**src/hw/qab_pkg.sv**
```systemverilog
// Purpose: shared constants and state types of the quadrature AB output generator
// Assumes: 10 MHz system clock, one tank oscillator tick per oscillator period
// Notes: all timing counts derive from the constants below
package qab_pkg;

  // clock
  localparam int CLK_PERIOD_NS = 100;

  // integration factor limits
  localparam int IF_W = 5;
  localparam logic [IF_W-1:0] IF_MIN = 5'h05;
  localparam logic [IF_W-1:0] IF_MAX = 5'h1F;

  // channel sample width
  localparam int CH_W = 16;

  // hysteresis: 13/256 of the opposite channel magnitude
  localparam int HYST_NUM_W = 8;
  localparam logic [HYST_NUM_W-1:0] HYST_NUM = 8'h0D;
  localparam int HYST_SHIFT = 8;

  // fixed internal time constant
  localparam int TAU_NS = 2200;
  localparam int TAU_CYC = (TAU_NS + CLK_PERIOD_NS - 1) / CLK_PERIOD_NS;
  localparam int DLY_N = TAU_CYC - 1;

  // delay line entry layout
  localparam int DLY_V = 2;
  localparam int DLY_A = 1;
  localparam int DLY_B = 0;

  // reset values
  localparam logic [1:0] RST_PHASE = 2'h0;
  localparam logic [IF_W-1:0] RST_CNT = 5'h00;

  // rate generator state
  typedef struct packed {
    logic [IF_W-1:0] cnt;
    logic upd;
  } qab_rate_t;

  // main state: decision, delay line, output phases
  typedef struct packed {
    logic [1:0] pend;
    logic [DLY_N-1:0][2:0] dly;
    logic [1:0] outq;
  } qab_main_t;

endpackage

```
**src/hw/qab_out_gen.sv**
```systemverilog
// Purpose: incremental quadrature AB outputs from demodulated sine and cosine signs
// Assumes: channel samples and oscillator tick synchronous to clock
// Notes: outputs follow an update after two intervals plus the internal time constant
// Functional notes
// - four digital outputs, one symmetric period per electrical period
// - phase B leads phase A by a quarter electrical period
// - quadrants coded A/B as 11, 10, 00, 01, upper bound inclusive
// - each complement output is always the inverse of its phase
// - clockwise motion: B high at every rising edge of A
// - counter-clockwise motion: B low at every rising edge of A
// - one pulse per electrical period; revolution count scales with coil periods
// - integration factor is a setting from 5 through 31
// - output updates once per integration factor plus one oscillator periods
// - latency is two update intervals plus a fixed time constant
// - rate and latency refer to output passing ninety percent after a step
// - all update timing derives from the tank oscillator
// - phase high when its channel is positive, low when negative
// - switching hysteresis about five percent of the opposite channel
`timescale 1ns/10ps
module qab_out_gen (
  // clock and reset
  input wire logic clock,
  input wire logic nrst,
  // oscillator and setting
  input wire logic tank_osc_tick,
  input wire logic [qab_pkg::IF_W-1:0] integ_factor,
  // demodulated channels
  input wire logic signed [qab_pkg::CH_W-1:0] sin_ch,
  input wire logic signed [qab_pkg::CH_W-1:0] cos_ch,
  // quadrature outputs
  output logic phase_a,
  output logic phase_a_n,
  output logic phase_b,
  output logic phase_b_n
);

  localparam int TAU_D = qab_pkg::TAU_CYC;

  qab_pkg::qab_main_t st;
  qab_pkg::qab_main_t next_st;
  logic upd;
  logic [1:0] dec;
  logic [1:0] decisive;
  logic signed [qab_pkg::CH_W-1:0] ch_val [2];
  logic signed [qab_pkg::CH_W-1:0] ch_opp [2];

  // update strobe from tank oscillator periods
  qab_rate_gen u_rate (
    .clock(clock),
    .nrst(nrst),
    .tank_osc_tick(tank_osc_tick),
    .integ_factor(integ_factor),
    .upd(upd)
  );

  // channel routing: index 1 is phase A (sine), index 0 is phase B (cosine)
  assign ch_val[1] = sin_ch;
  assign ch_opp[1] = cos_ch;
  assign ch_val[0] = cos_ch;
  assign ch_opp[0] = sin_ch;

  // per channel sign decision
  genvar g;
  generate
    for (g = 0; g < 2; g++) begin : g_ch
      qab_hyst_cmp u_cmp (
        .val(ch_val[g]),
        .opp(ch_opp[g]),
        .prev(st.pend[g]),
        .dec(dec[g]),
        .decisive(decisive[g])
      );
    end
  endgenerate

  // decision, delay line, output register
  always_comb begin
    next_st = st;
    if (upd) begin
      // A from sine sign, B from cosine sign gives the quadrant code
      next_st.pend = dec;
    end
    // previous interval's decision enters the time constant delay
    next_st.dly[0] = {upd, st.pend};
    for (int i = 1; i < qab_pkg::DLY_N; i++) begin
      next_st.dly[i] = st.dly[i-1];
    end
    if (st.dly[qab_pkg::DLY_N-1][qab_pkg::DLY_V]) begin
      next_st.outq[1] = st.dly[qab_pkg::DLY_N-1][qab_pkg::DLY_A];
      next_st.outq[0] = st.dly[qab_pkg::DLY_N-1][qab_pkg::DLY_B];
    end
  end

  always_ff @(posedge clock) begin
    if (!nrst) begin
      st.pend <= qab_pkg::RST_PHASE;
      st.dly <= '0;
      st.outq <= qab_pkg::RST_PHASE;
    end else begin
      st <= next_st;
    end
  end

  // phases and complements, one period per electrical period
  assign phase_a = st.outq[1];
  assign phase_b = st.outq[0];
  assign phase_a_n = ~st.outq[1];
  assign phase_b_n = ~st.outq[0];
endmodule

```
**src/hw/qab_rate_gen.sv**
```systemverilog
// Purpose: output update strobe every (integration factor + 1) oscillator periods
// Assumes: tank_osc_tick is a one-cycle pulse per oscillator period
// Notes: integration factor is clamped into its legal range
`timescale 1ns/10ps
module qab_rate_gen (
  // clock and reset
  input wire logic clock,
  input wire logic nrst,
  // oscillator and setting
  input wire logic tank_osc_tick,
  input wire logic [qab_pkg::IF_W-1:0] integ_factor,
  // update strobe
  output logic upd
);

  qab_pkg::qab_rate_t st;
  qab_pkg::qab_rate_t next_st;
  logic [qab_pkg::IF_W-1:0] ifc;

  // clamp setting
  always_comb begin
    if (integ_factor < qab_pkg::IF_MIN) begin
      ifc = qab_pkg::IF_MIN;
    end else begin
      ifc = integ_factor;
    end
  end

  // count oscillator periods
  always_comb begin
    next_st = st;
    next_st.upd = 1'b0;
    if (tank_osc_tick) begin
      if (st.cnt >= ifc) begin
        next_st.cnt = qab_pkg::RST_CNT;
        next_st.upd = 1'b1;
      end else begin
        next_st.cnt = st.cnt + 5'h01;
      end
    end
  end

  always_ff @(posedge clock) begin
    if (!nrst) begin
      st.cnt <= qab_pkg::RST_CNT;
      st.upd <= 1'b0;
    end else begin
      st <= next_st;
    end
  end

  assign upd = st.upd;
endmodule

```
**src/hw/qab_hyst_cmp.sv**
```systemverilog
// Purpose: sign decision of one channel with hysteresis against the opposite channel
// Assumes: signed two's complement samples
// Notes: purely combinational; holds the previous level inside the band
`timescale 1ns/10ps
module qab_hyst_cmp (
  // samples
  input wire logic signed [qab_pkg::CH_W-1:0] val,
  input wire logic signed [qab_pkg::CH_W-1:0] opp,
  // previous level
  input wire logic prev,
  // decision
  output logic dec,
  output logic decisive
);

  logic [qab_pkg::CH_W:0] mag_val;
  logic [qab_pkg::CH_W:0] mag_opp;
  logic [qab_pkg::CH_W+qab_pkg::HYST_NUM_W:0] prod;
  logic [qab_pkg::CH_W:0] thr;

  always_comb begin
    mag_val = val[qab_pkg::CH_W-1] ? (~{val[qab_pkg::CH_W-1], val} + 1'b1)
                                   : {1'b0, val};
    mag_opp = opp[qab_pkg::CH_W-1] ? (~{opp[qab_pkg::CH_W-1], opp} + 1'b1)
                                   : {1'b0, opp};
    prod = mag_opp * qab_pkg::HYST_NUM;
    thr = prod[qab_pkg::CH_W+qab_pkg::HYST_SHIFT:qab_pkg::HYST_SHIFT];
    // band around zero is relative to the opposite channel
    decisive = (mag_val > thr);
    dec = decisive ? ~val[qab_pkg::CH_W-1] : prev;
  end

endmodule

```
**config.mk**
```make
export PLATFORM = sky130hd
export DESIGN_NAME = qab_out_gen
export DESIGN_NICKNAME = d
export VERILOG_FILES = /design/src/hw/qab_pkg.sv /design/src/hw/qab_out_gen.sv /design/src/hw/qab_rate_gen.sv /design/src/hw/qab_hyst_cmp.sv
export SDC_FILE = /design/constraint.sdc
export NUM_CORES = 1
export LEC_CHECK = 0
export ABC_CLOCK_PERIOD_IN_PS = 7300
export BUFFER_PORTS_ARGS = -buffer_cell sky130_fd_sc_hd__clkbuf_2
export CORE_MARGIN = 5
export CORE_UTILIZATION = 60
export CTS_CLUSTER_SIZE = 24
export DETAILED_ROUTE_END_ITERATION = 16
export PLACE_DENSITY_LB_ADDON = 0.12
export SYNTH_ARGS = -nofsm -noshare
export SYNTH_HDL_FRONTEND = slang
export SYNTH_SLANG_ARGS = --single-unit
```
**constraint.sdc**
```tcl
create_clock -name clock -period 7.3 [get_ports clock]
set_input_delay 0.365 -clock clock [delete_from_list [all_inputs] [get_ports clock]]
set_output_delay 0.365 -clock clock [all_outputs]
set_load 0.01 [all_outputs]
```
==> impl_metrics.env, run 1 <==
export IMPL_status="finished, final reports clean"
export IMPL_slowest_stage="fa_1"
export IMPL_h_tree_depth=3
export IMPL_end_kind="flip-flop"
export IMPL_synthTopCellsByArea="dfxtp_1 (22%), ha_1 (21%), inv_1 (6.8%)"
export IMPL_cp_max_fo=6
export IMPL_finalHoldWorstSlack_ns=0.383
export IMPL_drt_iter0_drc=223
export IMPL_clock_latency_ns=0.33
export IMPL_avgSynthCellArea_um2=8.54
export IMPL_routedWlPerCell_um=13.5
export IMPL_fin_nets=985
export IMPL_maxCapViolations=0
export IMPL_relSlewSlack_pct=54.0
export IMPL_maxSlewViolCount=0
export IMPL_pin_count=44
export IMPL_fmax_mhz=164
export IMPL_die_h_um=115
export IMPL_synth_edff_count=0
export IMPL_use_met3_pct=2.38
export IMPL_viasPerCell=5.35
export IMPL_grt_overflow=0
export IMPL_fp_row_count=38
export IMPL_finalCritPeriodShare_pct=83.5
export IMPL_die_area_um2=13100
export IMPL_cp_num_cells=26
export IMPL_slowest_delay_ns=0.50
export IMPL_crit_family="compound AO/OA/AOI/OAI gates"
export IMPL_hold_class="input pin to flip-flop"
export IMPL_initial_utilization_pct=60.8
export IMPL_postSynth_asyncResetShare_pct=0
export IMPL_cp_required_ns=7.52
export IMPL_die_w_um=115
export IMPL_drt_pass1_iter_count=4
export IMPL_r2r_start="u_rate.st[1]"
export IMPL_area_delta_synth_final_pct=9.01
export IMPL_cp_start_kind="input pin"
export IMPL_ys_seq_area_share_pct=22.3
export IMPL_drive_above_1_share_pct=9.02
export IMPL_cts_resized=0
export IMPL_ff2ff_path_depth=11
export IMPL_drc=0
export IMPL_met1_usage_pct=25.2
export IMPL_use_met2_pct=36.6
export IMPL_hold_violations=0
export IMPL_setup_tns_ns=0
export IMPL_post_cts_buffers=0
export IMPL_hold_buffers=0
export IMPL_finish_utilization_pct=66.3
export IMPL_p_per_area_nw_per_um2=275
export IMPL_critical_path_most_common_cell="ha_1"
export IMPL_synth_seq_cells=73
export IMPL_antenna_found_initial=0
export IMPL_rrSetupSlack_ns=5.43
export IMPL_grt_pass1_wl_um=22000
export IMPL_endpoint="next_st[3]"
export IMPL_grt_pass1_vias=4921
export IMPL_setup_violations=0
export IMPL_fillers=914
export IMPL_path_buf_inv=5
export IMPL_ant_nets=0
export IMPL_crit_type="input pin to flip-flop"
export IMPL_grt_start_max_net_pins=71
export IMPL_synth_area_leader_cell="dfxtp_1"
export IMPL_n_antenna_cell=0
export IMPL_clkTransAtPathRegs_ns=0.07
export IMPL_io_buffers=43
export IMPL_post_dp_hpwl_um=10600
export IMPL_crit_arrival_ns=6.32
export IMPL_rsz0062_at_grt="false"
export IMPL_tightest_slew_ns=0.685
export IMPL_synth_top_area_share_pct=22.3
export IMPL_synth_flop_cell="dfxtp_1"
export IMPL_clock_skew_ns=0.00827
export IMPL_crit_start="cos_ch[0]"
export IMPL_core_area_um2=10800
export IMPL_clockRootBuffer="clkbuf_8"
export IMPL_p_leak_uw=0.00357
export IMPL_yosysUniqueCellTypes=62
export IMPL_vias=5140
export IMPL_busiest_layer="met2"
export IMPL_netlist_area_um2=6570
export IMPL_cts_tree="done"
export IMPL_clkSinkCount=73
export IMPL_yosys_warnings=0
export IMPL_wirelength_um=12900
export IMPL_r2r_end="u_rate.st[4]"
export IMPL_irDropWorstVdd_mv=0.198
export IMPL_period_minus_slack_ns=6.10
export IMPL_gp_congestion=0.913
export IMPL_grt_usage_pct=20.3
export IMPL_cts_path_max_buffers=2
export IMPL_synth_cells=769
export IMPL_cts_made_buffers=9
[placed cells by master, fill, tap and decap left out, types with 4 or more instances in the layout]
cell      instances
nand4_1          12
o31ai_1           5
clkbuf_2         43
nor2b_1          15
or2_2             4
nor3_1            6
a31oi_1           7
a21oi_1          36
xnor2_1          51
ha_1            110
dfxtp_1          73
and4_1            4
fa_1             20
clkbuf_8         10
and3_1            5
nand3_1           8
inv_1           119
o21ai_0          27
conb_1            8
nand2_1          43
o21ai_1           4
and2_1           66
nor2_1           31
nand2b_1          8
a21o_1           14
xor2_1           26
[kinds of logic (layout without fill, tap and decap cells)]
group / after synthesis / after routing / synth area share, %
simple gates: 216 / 216 / 18.2
buf+inv: 136 / 181 / 7.77
fa+ha+maj: 132 / 132 / 27.4
compound gates: 125 / 125 / 12.4
xor+xnor: 80 / 80 / 11.1
flops: 73 / 73 / 22.3
mux: 5 / 5 / 0.819
other cells: 2 / 8 / 0.114
[per-stage QoR]
| step | instances | setup WS (ns) | power (uW) | area, um2 |
|---|---|---|---|---|
| 2_1_floorplan | 775 | 1.62 | 1330 | 6590 |
| 3_3_place_gp | 944 | 1.08 | 1570 | 6930 |
| 3_5_place_dp | 944 | 0.873 | 1610 | 6930 |
| 4_1_cts | 960 | 1.20 | 1970 | 7160 |
| 5_1_grt | 960 | 0.767 | 2150 | 7160 |
| 6_report | 960 | 1.20 | 1970 | 7160 |
[Yosys cell counts, types with 3 or more instances]
cell type / n
nor2_1: 31
and2_1: 66
nand4_1: 12
nand2_1: 43
inv_1: 119
nor3_1: 6
dfxtp_1: 73
or2_2: 4
clkbuf_1: 15
and3_1: 5
nand3_1: 8
a21oi_1: 36
o41ai_1: 3
nand2b_1: 8
xor2_1: 26
o21ai_1: 4
o21a_1: 3
fa_1: 20
a21o_1: 14
or4_1: 3
a31oi_1: 7
nor4_1: 3
nor2b_1: 15
ha_1: 110
and4_1: 4
o31ai_1: 5
o21ai_0: 27
xnor2_1: 51
[area by class of cell]
class                   instances  area (um2)  area share (%)
clock buffers                  10         138            1.92
clock inverters                 6        90.1            1.26
inverters                     121         454            6.35
multi-input cells             566        4620            64.5
flip-flops and latches         73        1460            20.4
well taps                     140         175            2.45
repair buffers                 44         223            3.11
[worst min-delay path by stage]
stage,endpoint,slack (ns),depth (start not counted),start
3_3_place_gp,next_st[52],0.41,1,next_st[49]
2_1_floorplan,next_st[10],0.41,1,next_st[7]
4_1_cts,u_rate.upd,0.37,2,tank_osc_tick
5_1_grt,u_rate.upd,0.40,2,tank_osc_tick
6_report,u_rate.upd,0.38,2,tank_osc_tick
3_5_place_dp,next_st[62],0.42,1,next_st[59]
[registers in the layout, summed over array words and instances, names as in the netlist]
signal and flops:
u_rate.upd 1, phase_a 1, next_st 62, phase_b 1, u_rate.st 5, st 3
[where the power goes]
part / switching, uW / internal, uW
clock: 144 / 203
combinational: 708 / 510
sequential: 1.74 / 399
total: 853 / 1110
[routing by layer]
metal  vias to the layer above  routed length (um)
met5                         -                   0
met4                         0                 267
met3                        18                 297
met2                        77                6470
met1                      2403                5910
li1                       2642                   -
Note: power is estimated with default switching activity, not from simulation.
==> inputs of run 2 (changes only) <==
Settings changed: ABC_CLOCK_PERIOD_IN_PS 7300 to 5000, CORE_UTILIZATION 60 to 56.
Clock period 7.3 ns to 5 ns, I/O delays scaled along.
==> impl_metrics.env, run 2 (same netlist as run 1, synthesis figures left out) <==
export IMPL_io_buffers=43
export IMPL_die_area_um2=14000
export IMPL_cts_tree="done"
export IMPL_fp_row_count=39
export IMPL_cp_max_fo=3
export IMPL_crit_type="input pin to flip-flop"
export IMPL_crit_arrival_ns=5.38
export IMPL_grt_pass1_wl_um=26100
export IMPL_grt_overflow=0
export IMPL_clkSinkCount=73
export IMPL_path_buf_inv=7
export IMPL_h_tree_depth=3
export IMPL_cp_required_ns=5.20
export IMPL_fin_nets=1158
export IMPL_end_kind="flip-flop"
export IMPL_irDropWorstVdd_mv=0.403
export IMPL_setup_violations=1
export IMPL_hold_buffers=0
export IMPL_finalWorstSetupSlack_ns=-0.176
export IMPL_grt_usage_pct=21.8
export IMPL_met1_usage_pct=26.2
export IMPL_hold_class="input pin to flip-flop"
export IMPL_vias=5892
export IMPL_cts_path_max_buffers=2
export IMPL_maxSlewViolCount=0
export IMPL_status="finished with violations"
export IMPL_wirelength_um=16000
export IMPL_use_met2_pct=40.4
export IMPL_core_area_um2=11500
export IMPL_placed_area_um2=8210
export IMPL_crit_family="simple AND/OR/NAND/NOR gates"
export IMPL_power_uw=3790
export IMPL_violations="negative setup slack"
export IMPL_largest_reg_flops=62
export IMPL_critical_path_most_common_cell="inv_1"
export IMPL_cts_made_buffers=9
export IMPL_antenna_found_initial=0
export IMPL_clock_skew_ns=0.00313
export IMPL_drc=0
export IMPL_busiest_layer="met2"
export IMPL_clkTransAtPathRegs_ns=0.05
export IMPL_p_per_area_nw_per_um2=414
export IMPL_grt_pass1_vias=5948
export IMPL_initial_utilization_pct=57.3
export IMPL_design_area_um2=9150
export IMPL_die_h_um=118
export IMPL_relSlewSlack_pct=40.6
export IMPL_grt_start_max_net_pins=71
export IMPL_period_minus_slack_ns=5.18
export IMPL_hold_violations=0
export IMPL_slowest_stage="or4_4"
export IMPL_drive_above_1_share_pct=32.7
export IMPL_slowest_delay_ns=0.51
export IMPL_clockRootBuffer="clkbuf_16"
export IMPL_rsz0062_at_grt="true"
export IMPL_maxCapViolations=0
export IMPL_area_delta_synth_final_pct=39.3
export IMPL_final_common_cell="buf_4"
export IMPL_fmax_mhz=193
export IMPL_gp_congestion=0.921
export IMPL_routedWlPerCell_um=14.1
export IMPL_pre_cts_slack_ns=-0.703
export IMPL_pin_count=44
export IMPL_viasPerCell=5.19
export IMPL_use_met3_pct=2.20
export IMPL_drt_iter0_drc=288
export IMPL_drt_pass1_iter_count=4
export IMPL_p_leak_uw=0.00458
export IMPL_clock_latency_ns=0.32
export IMPL_layout_common_cells="buf_4 (170), inv_1 (113), ha_1 (92), dfxtp_1 (73), and2_1 (65)"
export IMPL_ant_nets=0
export IMPL_fillers=739
export IMPL_die_w_um=118
export IMPL_cp_start_kind="input pin"
export IMPL_finalCritPeriodShare_pct=104
export IMPL_n_antenna_cell=0
export IMPL_post_dp_hpwl_um=12400
export IMPL_tightest_slew_ns=0.891
## run 2: cell types whose count changed in the layout (fill, tap and decap cells not counted), sizes merged
| cell | previous run | this run |
|---|---|---|
| buf | 1 | 177 |
| clkbuf | 53 | 49 |
| clkinv | 2 | 3 |
| clkinvlp | 1 | 0 |
| inv | 122 | 123 |
## run 2: worst register-to-register path: stages, from the launching register on
cell and delay [ns]:
dfxtp_1 0.39, inv_1 0.07, ha_1 0.28, nand2b_1 0.14, a21oi_1 0.13, nor2b_1 0.05, o21ai_0 0.16, nand2b_1 0.08
a21o_1 0.21, nand2_1 0.08, nand2_1 0.10, nor2_1 0.18
## run 2: worst paths after layout
kind / start / end / slack (ns) / depth (start not counted)
worst max register to register: u_rate.st[1] / u_rate.st[5] / 3.08 / 11
worst min register to register: next_st[54] / next_st[57] / 0.43 / 1
worst max-delay path: cos_ch[3] / next_st[3] / -0.18 / 28
worst min-delay path: tank_osc_tick / u_rate.st[1] / 0.29 / 3
## run 2: metal layers
metal  vias to the layer above  share of wire, %
li1                       2992                 -
met5                         -                 0
met3                        28               2.6
met4                         0               2.9
met1                      2774                42
met2                        98                53
## run 2: metrics by stage
step                cells  hold slack (ns)  TNS [ns]  utilization, %
floorplan             775            0.412    -0.475               -
global placement     1102            0.415     -1.02            71.6
detailed placement   1102            0.419     -1.29            71.6
CTS                  1128            0.285   -0.0581            76.9
global route         1136            0.301    -0.566            79.8
finish               1136            0.293    -0.176            79.8
## run 2: area by class of cell
| type | count | area, um2 | area share [%] |
|---|---|---|---|
| Multi-Input combinational cell | 566 | 5150 | 56.4 |
| Sequential cell | 73 | 1460 | 16.0 |
| Clock inverter | 7 | 103 | 1.12 |
| Tap cell | 143 | 179 | 1.96 |
| Inverter | 121 | 459 | 5.02 |
| Clock buffer | 9 | 225 | 2.46 |
| Timing Repair Buffer | 217 | 1560 | 17.1 |
## run 2: what timing repair did
action | CTS | global route
setup buffers | 10 | 8
endpoints found under the setup margin | 2 | 2
pin swaps | 33 | 36
gates resized for setup | 39 | 58
## run 2: report_power, final
group / switching [uW] / internal, uW
logic: 1260 / 1260
registers: 2.20 / 584
clock network: 238 / 442
